==> src/rxsc_pkg.sv <==
// constants for the receive status and receiver control block
package rxsc_pkg;
    // register byte offsets
    localparam logic [7:0] CTRL_OFS = 8'h00;
    localparam logic [7:0] STAT_OFS = 8'h04;
    localparam logic [7:0] LAST_OFS = 8'h08;
    // control register fields
    localparam int CTRL_ENABLE_BIT  = 0;
    localparam int CTRL_PASSBAD_BIT = 16;
    localparam logic CTRL_ENABLE_RST  = 1'b0;
    localparam logic CTRL_PASSBAD_RST = 1'b0;
    // status register fields
    localparam int STAT_ERR_BIT    = 0;
    localparam int STAT_HALTED_BIT = 1;
    localparam int STAT_BUSY_BIT   = 2;
    // receive status word positions
    localparam int SW_FILTER   = 30;
    localparam int SW_LEN_LO   = 16;
    localparam int SW_ES       = 15;
    localparam int SW_BCAST    = 13;
    localparam int SW_LENERR   = 12;
    localparam int SW_RUNT     = 11;
    localparam int SW_MCAST    = 10;
    localparam int SW_TOOLONG  = 7;
    localparam int SW_LATECOL  = 6;
    localparam int SW_TYPE     = 5;
    localparam int SW_WDOG     = 4;
    localparam int SW_MIIERR   = 3;
    localparam int SW_DRIBBLE  = 2;
    localparam int SW_CRC      = 1;
    localparam logic [31:0] SW_RSVD_MASK = 32'h8000_4301;
    // frame size limits in bytes
    localparam logic [13:0] RUNT_BYTES  = 14'd64;
    localparam logic [13:0] MAX_BYTES   = 14'd1518;
    localparam logic [13:0] HDR_BYTES   = 14'd14;
    localparam logic [13:0] OVERHEAD    = 14'd18;
    localparam logic [15:0] TYPE_MIN    = 16'd1500;
    localparam logic [15:0] MIN_PAYLOAD = 16'd46;
    localparam int WDOG_LO = 2048;
    localparam int WDOG_HI = 2560;
    // dribble bit thresholds
    localparam logic [2:0] DRIB_MII = 3'd4;
    localparam logic [2:0] DRIB_10M = 3'd3;
    // frame state machine
    typedef enum logic [2:0] {
        ST_IDLE  = 3'b000,
        ST_RECV  = 3'b001,
        ST_DRAIN = 3'b010,
        ST_PUSH  = 3'b011,
        ST_HALT  = 3'b100
    } rxsc_state_e;
endpackage

==> src/rxsc_status_ctrl.sv <==
// receive status word builder, receiver stop/start and error flag
`timescale 1ns/10ps
// Function
// - reserved status bits always read zero
// - bit 30 flags address filter failure
// - bits 29:16 hold frame byte count
// - bit 15 ORs runt, long, latecol, CRC
// - bit 13 flags broadcast destination
// - bit 12 flags length field mismatch
// - bit 11 runt; delivered only if passbad
// - bit 10 flags multicast destination
// - bit 7 over 1518 bytes, no truncation
// - bit 6 flags late collision
// - bit 5 type over 1500, never short runts
// - bit 4 receive watchdog expired
// - bit 3 RX_ER seen during frame
// - bit 2 dribble by mode, not latecol
// - bit 1 CRC mismatch or RX_ER
// - one halted pulse once receiver stops
// - host may flush, then re-enable resumes
// - error flag on underruns or status overrun
// - reception continues after error flag
// - status written after frame data stored
module rxsc_status_ctrl #(
    parameter int WDOG_BYTES = 2048       // watchdog byte limit
) (
    input  wire logic        sys_clk,          // 40 MHz clock
    input  wire logic        arst_n,           // async reset, low
    input  wire logic        hsel,             // AHB slave select
    input  wire logic [31:0] haddr,            // AHB address
    input  wire logic [1:0]  htrans,           // AHB transfer type
    input  wire logic        hwrite,           // AHB write
    input  wire logic [2:0]  hsize,            // AHB size
    input  wire logic [31:0] hwdata,           // AHB write data
    input  wire logic        hready,           // AHB bus ready
    output logic             hreadyout,        // AHB slave ready
    output logic             hresp,            // AHB response
    output logic [31:0]      hrdata,           // AHB read data
    input  wire logic        frameStart,       // front end frame begin
    input  wire logic        byteStrobe,       // one received byte
    input  wire logic        frameEnd,         // front end frame end
    input  wire logic        miiRxEr,          // MII receive error
    input  wire logic        filterFail,       // failed address filter
    input  wire logic        dstBroadcast,     // broadcast destination
    input  wire logic        dstMulticast,     // multicast destination
    input  wire logic        lateCollision,    // late collision seen
    input  wire logic        crcBad,           // CRC mismatch
    input  wire logic [15:0] lengthType,       // length/type field
    input  wire logic [2:0]  dribbleBits,      // bits after last byte
    input  wire logic        speed10,          // 10 Mbps mode
    input  wire logic        dataDone,         // frame data in data fifo
    input  wire logic        stsFull,          // status fifo full
    input  wire logic        dataUnderrun,     // host data fifo underrun
    input  wire logic        stsUnderrun,      // host status underrun
    output logic             receiveEnable,    // receiver accepts frames
    output logic             stsWrite,         // status fifo write
    output logic [31:0]      stsWord,          // status word
    output logic             frameDrop,        // discard runt frame
    output logic             receiverHaltedPulse, // receiver stopped
    output logic             receiveErrorFlag  // sticky error flag
);
    if (WDOG_BYTES < rxsc_pkg::WDOG_LO ||
        WDOG_BYTES > rxsc_pkg::WDOG_HI) begin : badWdog
        $error("WDOG_BYTES out of range");
    end
    localparam logic [13:0] WDOG_LIM = 14'(WDOG_BYTES);

    function automatic logic [13:0] satInc(input logic [13:0] v);
        satInc = (v == 14'h3FFF) ? v : v + 14'd1;
    endfunction

    // ---------------- bus slave ----------------
    logic        enable_reg, enable_next;
    logic        passBad_reg, passBad_next;
    logic        err_reg, err_next;
    logic [31:0] last_reg, last_next;
    logic [31:0] rdata_reg, rdata_next;
    logic        wrPend_reg, wrPend_next;
    logic [7:0]  wrAddr_reg, wrAddr_next;
    logic        busAddr;
    logic        errClear;
    logic        errEvent;
    rxsc_pkg::rxsc_state_e state_reg, state_next;

    assign busAddr = hsel && htrans[1] && hready;
    assign errClear = wrPend_reg && wrAddr_reg == rxsc_pkg::STAT_OFS
                      && hwdata[rxsc_pkg::STAT_ERR_BIT];

    always_comb begin
        enable_next  = enable_reg;
        passBad_next = passBad_reg;
        err_next     = err_reg;
        last_next    = last_reg;
        rdata_next   = rdata_reg;
        wrPend_next  = busAddr && hwrite;
        wrAddr_next  = busAddr ? haddr[7:0] : wrAddr_reg;
        if (wrPend_reg && wrAddr_reg == rxsc_pkg::CTRL_OFS) begin
            enable_next  = hwdata[rxsc_pkg::CTRL_ENABLE_BIT];
            passBad_next = hwdata[rxsc_pkg::CTRL_PASSBAD_BIT];
        end
        // a new error wins over a clear in the same cycle
        if (errClear)
            err_next = 1'b0;
        if (errEvent)
            err_next = 1'b1;
        if (stsWrite)
            last_next = stsWord;
        if (busAddr && !hwrite) begin
            rdata_next = 32'h0000_0000;
            case (haddr[7:0])
                rxsc_pkg::CTRL_OFS: begin
                    rdata_next[rxsc_pkg::CTRL_ENABLE_BIT]  = enable_reg;
                    rdata_next[rxsc_pkg::CTRL_PASSBAD_BIT] = passBad_reg;
                end
                rxsc_pkg::STAT_OFS: begin
                    rdata_next[rxsc_pkg::STAT_ERR_BIT] = err_reg;
                    rdata_next[rxsc_pkg::STAT_HALTED_BIT] =
                        (state_reg == rxsc_pkg::ST_HALT);
                    rdata_next[rxsc_pkg::STAT_BUSY_BIT] =
                        (state_reg != rxsc_pkg::ST_IDLE) &&
                        (state_reg != rxsc_pkg::ST_HALT);
                end
                rxsc_pkg::LAST_OFS: rdata_next = last_reg;
                default: rdata_next = 32'h0000_0000;
            endcase
        end
    end

    always_ff @(posedge sys_clk or negedge arst_n) begin
        if (!arst_n) begin
            enable_reg  <= rxsc_pkg::CTRL_ENABLE_RST;
            passBad_reg <= rxsc_pkg::CTRL_PASSBAD_RST;
            err_reg     <= 1'b0;
            last_reg    <= 32'h0000_0000;
            rdata_reg   <= 32'h0000_0000;
            wrPend_reg  <= 1'b0;
            wrAddr_reg  <= 8'h00;
        end else begin
            enable_reg  <= enable_next;
            passBad_reg <= passBad_next;
            err_reg     <= err_next;
            last_reg    <= last_next;
            rdata_reg   <= rdata_next;
            wrPend_reg  <= wrPend_next;
            wrAddr_reg  <= wrAddr_next;
        end
    end

    assign hreadyout        = 1'b1;
    assign hresp            = 1'b0;
    assign hrdata           = rdata_reg;
    assign receiveEnable    = enable_reg;
    assign receiveErrorFlag = err_reg;

    // ---------------- frame status ----------------
    logic [13:0] count_reg, count_next;
    logic        rxErSeen_reg, rxErSeen_next;
    logic        dataSeen_reg, dataSeen_next;
    logic [31:0] word_reg, word_next;
    logic        halt_reg, halt_next;
    logic        drop_reg, drop_next;
    logic        runt, tooLong, wdog, typeFrame, lenErr, dribble;
    logic        rxErAll;
    logic [15:0] expected;

    always_comb begin
        runt      = count_reg < rxsc_pkg::RUNT_BYTES;
        tooLong   = count_reg > rxsc_pkg::MAX_BYTES;
        wdog      = count_reg > WDOG_LIM;
        typeFrame = (lengthType > rxsc_pkg::TYPE_MIN) &&
                    (count_reg >= rxsc_pkg::HDR_BYTES);
        expected  = (lengthType < rxsc_pkg::MIN_PAYLOAD) ?
                    {2'b00, rxsc_pkg::RUNT_BYTES} :
                    lengthType + {2'b00, rxsc_pkg::OVERHEAD};
        lenErr    = !runt && (lengthType <= rxsc_pkg::TYPE_MIN) &&
                    (expected != {2'b00, count_reg});
        dribble   = !lateCollision && (speed10 ?
                    (dribbleBits >= rxsc_pkg::DRIB_10M) :
                    (dribbleBits == rxsc_pkg::DRIB_MII));
        rxErAll   = rxErSeen_reg || miiRxEr;
    end

    always_comb begin
        state_next    = state_reg;
        count_next    = count_reg;
        rxErSeen_next = rxErSeen_reg;
        dataSeen_next = dataSeen_reg;
        word_next     = word_reg;
        halt_next     = 1'b0;
        drop_next     = 1'b0;
        case (state_reg)
            rxsc_pkg::ST_IDLE: begin
                if (!enable_reg) begin
                    state_next = rxsc_pkg::ST_HALT;
                    halt_next  = 1'b1;
                end else if (frameStart) begin
                    state_next    = rxsc_pkg::ST_RECV;
                    count_next    = 14'd0;
                    rxErSeen_next = 1'b0;
                    dataSeen_next = 1'b0;
                end
            end
            rxsc_pkg::ST_RECV: begin
                if (byteStrobe)
                    count_next = satInc(count_reg);
                if (miiRxEr)
                    rxErSeen_next = 1'b1;
                if (dataDone)
                    dataSeen_next = 1'b1;
                if (frameEnd) begin
                    state_next = rxsc_pkg::ST_DRAIN;
                    word_next  = 32'h0000_0000;
                    word_next[rxsc_pkg::SW_FILTER]  = filterFail;
                    word_next[29:16]                = count_next;
                    word_next[rxsc_pkg::SW_BCAST]   = dstBroadcast;
                    word_next[rxsc_pkg::SW_MCAST]   = dstMulticast;
                    word_next[rxsc_pkg::SW_LATECOL] = lateCollision;
                    word_next[rxsc_pkg::SW_MIIERR]  = rxErAll;
                    word_next[rxsc_pkg::SW_CRC] = crcBad || rxErAll;
                    word_next[rxsc_pkg::SW_DRIBBLE] = dribble;
                end
            end
            rxsc_pkg::ST_DRAIN: begin
                // length-derived flags use the final byte count
                word_next[rxsc_pkg::SW_RUNT]    = runt;
                word_next[rxsc_pkg::SW_TOOLONG] = tooLong;
                word_next[rxsc_pkg::SW_WDOG]    = wdog;
                word_next[rxsc_pkg::SW_TYPE]    = typeFrame;
                word_next[rxsc_pkg::SW_LENERR]  = lenErr;
                word_next[rxsc_pkg::SW_ES] = runt || tooLong ||
                    word_reg[rxsc_pkg::SW_LATECOL] ||
                    word_reg[rxsc_pkg::SW_CRC];
                word_next = word_next & ~rxsc_pkg::SW_RSVD_MASK;
                if (dataDone || dataSeen_reg) begin
                    dataSeen_next = 1'b1;
                    state_next    = rxsc_pkg::ST_PUSH;
                end
            end
            rxsc_pkg::ST_PUSH: begin
                state_next = rxsc_pkg::ST_IDLE;
                drop_next  = word_reg[rxsc_pkg::SW_RUNT] && !passBad_reg;
            end
            rxsc_pkg::ST_HALT: begin
                if (enable_reg)
                    state_next = rxsc_pkg::ST_IDLE;
            end
            default: state_next = rxsc_pkg::ST_IDLE;
        endcase
    end

    always_ff @(posedge sys_clk or negedge arst_n) begin
        if (!arst_n) begin
            state_reg    <= rxsc_pkg::ST_IDLE;
            count_reg    <= 14'd0;
            rxErSeen_reg <= 1'b0;
            dataSeen_reg <= 1'b0;
            word_reg     <= 32'h0000_0000;
            halt_reg     <= 1'b0;
            drop_reg     <= 1'b0;
        end else begin
            state_reg    <= state_next;
            count_reg    <= count_next;
            rxErSeen_reg <= rxErSeen_next;
            dataSeen_reg <= dataSeen_next;
            word_reg     <= word_next;
            halt_reg     <= halt_next;
            drop_reg     <= drop_next;
        end
    end

    // runt frames are withheld unless bad frames pass
    assign stsWrite = (state_reg == rxsc_pkg::ST_PUSH) &&
                      !(word_reg[rxsc_pkg::SW_RUNT] && !passBad_reg);
    assign stsWord  = word_reg;
    assign frameDrop = drop_reg;
    assign receiverHaltedPulse = halt_reg;
    assign errEvent = dataUnderrun || stsUnderrun ||
                      (stsWrite && stsFull);
endmodule

==> config.mk <==
export PLATFORM = sky130hd
export DESIGN_NAME = rxsc_status_ctrl
export DESIGN_NICKNAME = d
export VERILOG_FILES = /design/src/rxsc_pkg.sv /design/src/rxsc_status_ctrl.sv
export SDC_FILE = /design/constraint.sdc
export NUM_CORES = 1
export LEC_CHECK = 0
export BUFFER_PORTS_ARGS = -buffer_cell sky130_fd_sc_hd__buf_2
export CORE_ASPECT_RATIO = 0.6
export CORE_MARGIN = 3
export CORE_UTILIZATION = 53
export CTS_BUF_LIST = sky130_fd_sc_hd__clkbuf_4 sky130_fd_sc_hd__clkbuf_8
export DETAILED_ROUTE_END_ITERATION = 8
export GPL_TIMING_DRIVEN = 0
export PLACE_DENSITY = 0.93
export SETUP_SLACK_MARGIN = 0.15
export SLEW_MARGIN = 15
export SYNTH_ARGS = -nofsm -noshare
export SYNTH_HDL_FRONTEND = slang
export SYNTH_SLANG_ARGS = --single-unit
==> constraint.sdc <==
create_clock -name sys_clk -period 2.6 [get_ports sys_clk]
set_input_delay 0.13 -clock sys_clk [delete_from_list [all_inputs] [get_ports sys_clk]]
set_output_delay 0.13 -clock sys_clk [all_outputs]
set_load 0.02 [all_outputs]
# Yosys cells after proc, flatten, opt, wreduce, memory -nomap -nowiden
# Cells that the tools add are included.
# Widths: inputs -> output; s select.
word_totals:
  ff_bits: 129
classes:
  n_addsub: 2
  magnitude_cmp: 8
  n_eq_ne: 19
  muxes: 32
  n_bitwise: 1
  reduce_logical: 42
op_table:
  columns: ["cell", "count"]
  rows:
  - ["$pmux 32 s2", 1]
  - ["$mux 14", 4]
  - ["$mux 32", 1]
  - ["$pmux 14 s2", 1]
  - ["$add 16x5->16 const B", 1]
  - ["$eq 8x3->1 const B", 2]
  - ["$gt 16x11->1 const B", 1]
  - ["$le 16x11->1 const B", 1]
  - ["$logic_not 8->1", 2]
  - ["$lt 16x6->1 const B", 1]
  - ["$mux 16", 1]
  - ["$ne 16x14->1", 1]
  - ["$logic_and 1x1->1", 15]
  - ["$mux 15", 1]
  - ["$mux 3", 5]
  - ["$add 14x1->14 const B", 1]
  - ["$eq 14x14->1 const B", 1]
  - ["$ge 14x4->1 const B", 1]
  - ["$gt 14x11->1 const B", 1]
  - ["$gt 14x12->1 const B", 1]
  - ["$lt 14x7->1 const B", 1]
  - ["$ne 2x2->1 const B", 7]
  - ["$mux 13", 1]
  - ["$pmux 3 s4", 1]
  - ["20 further kinds", 51]

# Logic depth before layout (Yosys ltp)
depth:
  ltp_word: 7
  mapped_depth: 9
  mapped_depth_nobuf: 8

# Worst setup path after synthesis
# Ideal clock, no wire load.
synth_timing:
  path_kind: "reg-to-reg"
  from: "register count_reg[2]"
  to: "register word_reg[12], in the netlist stsWord[12]"
  setup_ns: 0.144
  arrival_ns: 1.800
  required_ns: 2.456
  slack_ns: 0.656
  path_stages_with_launch: 7
  period_less_slack_ns: 1.944
  cell_sequence: "dfrtp_1 clkbuf_1 or4b_2 o41ai_1 o221ai_1 nor4b_1 a41oi_1"
synth_between:
  elab_chain_cells: 5
synth_rtl:
  columns: ["item", "line", "source"]
  rows:
  - ["start, declared", "rxsc_status_ctrl.sv:156", "logic [13:0] count_reg, count_next;"]
  - ["start signal, assigned", "rxsc_status_ctrl.sv:262", "count_reg <= count_next;"]
  - ["$lt 14x7->1", "rxsc_status_ctrl.sv:167", "runt = count_reg < rxsc_pkg::RUNT_BYTES;"]
  - ["$logic_not 1->1", "rxsc_status_ctrl.sv:175", "lenErr = !runt && (lengthType <= rxsc_pkg::TYPE_MIN) &&"]
  - ["$logic_and 1x1->1", "rxsc_status_ctrl.sv:175", null]
  - ["$logic_and 1x1->1 *", "rxsc_status_ctrl.sv:175", null]
  - ["$pmux 32 s2 *", "rxsc_status_ctrl.sv:191", "case (state_reg)"]
  - ["end signal, assigned", "rxsc_status_ctrl.sv:265", "word_reg <= word_next;"]
  - ["end, declared", "rxsc_status_ctrl.sv:159", "logic [31:0] word_reg, word_next;"]
# Mark *: on every way between the ends. The rest lies on a longest branch, timed or not. The select of a mux whose other input is x is not followed.
# A chain may end at the register's enable or synchronous reset.

# Worst setup path after layout
layout_timing:
  from: "register state_reg[2]"
  to: "register err_reg, in the netlist receiveErrorFlag"
layout_between:
  elab_chain_cells: 5
layout_rtl:
  columns: ["item", "line", "source"]
  rows:
  - ["start, declared", "rxsc_status_ctrl.sv:83", "rxsc_pkg::rxsc_state_e state_reg, state_next;"]
  - ["start signal, assigned", "rxsc_status_ctrl.sv:253", "state_reg <= rxsc_pkg::ST_IDLE;"]
  - ["start signal, assigned", "rxsc_status_ctrl.sv:261", "state_reg <= state_next;"]
  - ["$eq 3x2->1 *", "rxsc_status_ctrl.sv:272", "assign stsWrite = (state_reg == rxsc_pkg::ST_PUSH) &&"]
  - ["$logic_and 1x1->1 *", "rxsc_status_ctrl.sv:272", null]
  - ["$logic_and 1x1->1 *", "rxsc_status_ctrl.sv:278", "(stsWrite && stsFull);"]
  - ["$logic_or 1x1->1 *", "rxsc_status_ctrl.sv:277", "assign errEvent = dataUnderrun || stsUnderrun ||"]
  - ["$mux 1 / $reduce_bool 2->1 (equally long branches)", null, null]
  - ["end signal, assigned", "rxsc_status_ctrl.sv:141", "err_reg <= err_next;"]
  - ["end, declared", "rxsc_status_ctrl.sv:75", "logic err_reg, err_next;"]
# Mark *: on every way between the ends. The rest lies on a longest branch, timed or not.

==> impl_metrics.py <==
metrics = {
    "die": {
        "start_util_pct": 56.12,
        "core-area_sq_mm": 0.01019,
        "die_h_um": 86.48,
        "ios": 178,
        "die_w_um": 140.1,
        "fp-row-count": 28,
        "die_area_sq_mm": 0.01212,
    },
    "routing": {
        "wl_per_cell_um": 20.09,
        "ant_nets": 0,
        "vias": 5352,
        "drcViolationCount": 0,
        "viasPerCell": 6.319,
        "dr.pass1.iters": 6,
        "drtIter0Drc": 859,
        "totalWireLength_um": 17020,
    },
    "placement": {
        "dp_hpwl_um": 11410,
        "globalplace.congestion": 0.9515,
        "port_buffers": 102,
        "placed_cell_area_sq_mm": 0.006469,
    },
    "min_path": {
        "hold_class": "in -> reg",
    },
    "synthesis": {
        "syn_area_per_cell_sq_um": 10.54,
        "yosysWarnings": 0,
        "ys_top_cells_by_area": "dfrtp_1 50%, mux2_2 7.5%, o21ai_0 3.7%, nand2_1 3.5%, a22o_2 3.1%",
        "ys_seq_area_share_pct": 50.30,
        "ys_seq_elements": 115,
        "syn-instance-count": 543,
        "synth_top_cell_area_share_pct": 50.30,
        "netlist_area_sq_mm": 0.005722,
        "yosysTopAreaCell": "dfrtp_1",
        "async_reset_ff_share_pct": 100.0,
        "synth_flop_cell": "dfrtp_1",
        "synth-edff-count": 0,
        "synth_cell_types": 63,
    },
    "sta": {
        "hold_viol_final": 0,
        "final-setup-viol-count": 0,
        "final_max_slew_viol_count": 0,
        "finalSetupTns_ps": 0,
        "timing.slew.headroom_pct": 59.01,
        "clock_skew_ps": 13.41,
        "max_freq_ghz": 0.4125,
        "period_share_pct": 93.25,
        "rsz0062_at_grt": "yes",
        "fin_crit_ps": 2424,
        "tightest_slew_ps": 614.9,
    },
    "setup_path": {
        "endpoint_kind": "flop",
        "worst-setup-path-type": "reg -> reg",
        "r2r_setup_slack_ps": 180,
        "cp.required_ps": 2910,
        "crit_fanout": 10,
        "arrival_ps": 2740,
        "worst_setup_path_start_kind": "flop",
    },
    "pwr": {
        "finalPower_mw": 4.551,
        "peakVddDrop_uv": 420.9,
        "p_per_area_mw_per_mm2": 633.6,
        "leakage_nw": 3.474,
    },
    "clock_tree": {
        "cts_root_buffer": "clkbuf_8",
        "max-clock-path-buffers": 2,
        "clkTransAtPathRegs_ps": 80,
        "cts.htree.levels": 4,
        "insertion_delay_ps": 450,
        "cts.sinks": 115,
        "cts_tree": "built",
        "cts_buffers": 17,
    },
    "cells_and_area": {
        "fin_nets": 810,
        "fill_cells": 708,
        "largest_reg_flops": 28,
        "postLayoutCellArea_sq_mm": 0.007182,
        "drive_gt1_share_pct": 32.49,
        "area_delta_synth_final_pct": 25.52,
    },
    "global_route": {
        "grt_pass1_vias": 5097,
        "antenna_found_initial": 2,
        "grt_pass1_wl_um": 26920,
        "grt_max_degree": 87,
        "grt_use_total_pct": 28.35,
        "grt_overflow": 0,
    },
    "status": {
        "outcome": "completed",
    },
    "run": {
        "max_cap_violations": 0,
    },
}
## cell type report
cell class | instances | area, sq um | area share [%]
Antenna cell | 1 | 2.502 | 0.03484
Buffer | 51 | 261.5 | 3.641
Clock buffer | 18 | 247.7 | 3.449
Clock inverter | 13 | 207.7 | 2.892
Inverter | 13 | 48.80 | 0.6794
Multi-Input combinational cell | 373 | 2585 | 35.99
Sequential cell | 115 | 2878 | 40.07
Tap cell | 135 | 168.9 | 2.352
Timing Repair Buffer | 128 | 782.0 | 10.89
## per-layer routing
metal / up-vias / track usage (%) / share of wire [%]
met5: - / 0 / 0.076
met4: 2 / 11.52 / 3.7
met3: 69 / 8.931 / 13
met2: 423 / 42.43 / 43
met1: 2575 / 38.86 / 40
li1: 2283 / - / -
## stage by stage
| stage | std cells | util, % | hold slack, ps | setup WS [ps] |
|---|---|---|---|---|
| floorplan | 552 | - | -165.6 | 655.7 |
| global placement | 789 | 63.12 | 334.7 | 166.9 |
| detailed placement | 790 | 63.45 | 21.05 | 208.0 |
| CTS | 841 | 69.98 | 28.76 | 194.2 |
| global route | 847 | 70.45 | 19.98 | 3.900 |
| finish | 847 | 70.45 | 35.56 | 175.6 |
## timing repair
action	4_1_cts	5_1_grt
endpoints found under the hold margin	132	0
setup endpoints to repair	2	32
buffers inserted	0	5
gates resized for setup	2	3
hold buffers	20	0
## synth_stat cells, types with 4 or more instances
master,n
dfrtp_1,115
nand2_1,54
o21ai_0,42
mux2_2,38
clkbuf_1,30
nor2_1,20
nand3_1,19
a22o_2,18
a31oi_1,16
a21oi_1,14
xnor2_1,14
inv_1,13
buf_4,11
buf_2,8
xor2_1,8
a22o_1,7
nor3_1,7
nor4_1,7
a211oi_1,6
and4_1,6
nand2b_1,6
a22oi_1,5
o31ai_1,5
a21o_1,4
and3_1,4
ha_1,4
nand4_1,4
nand4b_1,4
## worst paths after layout
kind                         startpoint          endpoint  cells after the start
hold reg to reg            last_reg[22]        hrdata[22]                      1
max in group asynchronous        arst_n       stsWord[12]                      3
min in group asynchronous        arst_n        hrdata[18]                      2
hold / removal                 haddr[2]     wrAddr_reg[2]                      2
setup reg to reg           state_reg[2]  receiveErrorFlag                      8
setup / recovery           state_reg[2]  receiveErrorFlag                      8
## logic make-up (layout without fill, tap and decap cells)
kind of cell	count (synthesis)	in the layout	synth area share, %
other	2	12	0.1313
AOI/OAI and AO/OA	148	148	18.61
xor gates and xnor gates	22	22	3.368
DFF	115	115	50.30
and+or+nand+nor	149	149	13.71
buffers and inverters	64	223	5.358
muxes	39	39	7.654
adders and majority gates	4	4	0.8747
## cells in the final DEF (no fill, tap or decap), drive strengths merged, types with 8 or more instances in the layout
master         n
a21oi         16
a22o          25
a31oi         18
buf          129
clkbuf        48
conb          11
dfrtp        115
dlygate4sd3   20
inv           14
mux2          38
nand2         54
nand3         20
nor2          20
o21ai         43
xnor2         14
xor2           8
## worst max-delay path, cell delays in order (launching register included)
cell and delay [ps]:
dfrtp_1 320, clkbuf_1 360, inv_1 150, nand3_1 220
a21oi_4 110, buf_4 220, a211oi_1 250, dlygate4sd3_1 590
nand2_1 70
## where the power goes
part           internal (mW)  switching, mW
Combinational          0.234          0.381
Clock                   1.16          0.784
Sequential              1.89         0.0995
Note: power is estimated with default switching activity, not from simulation.
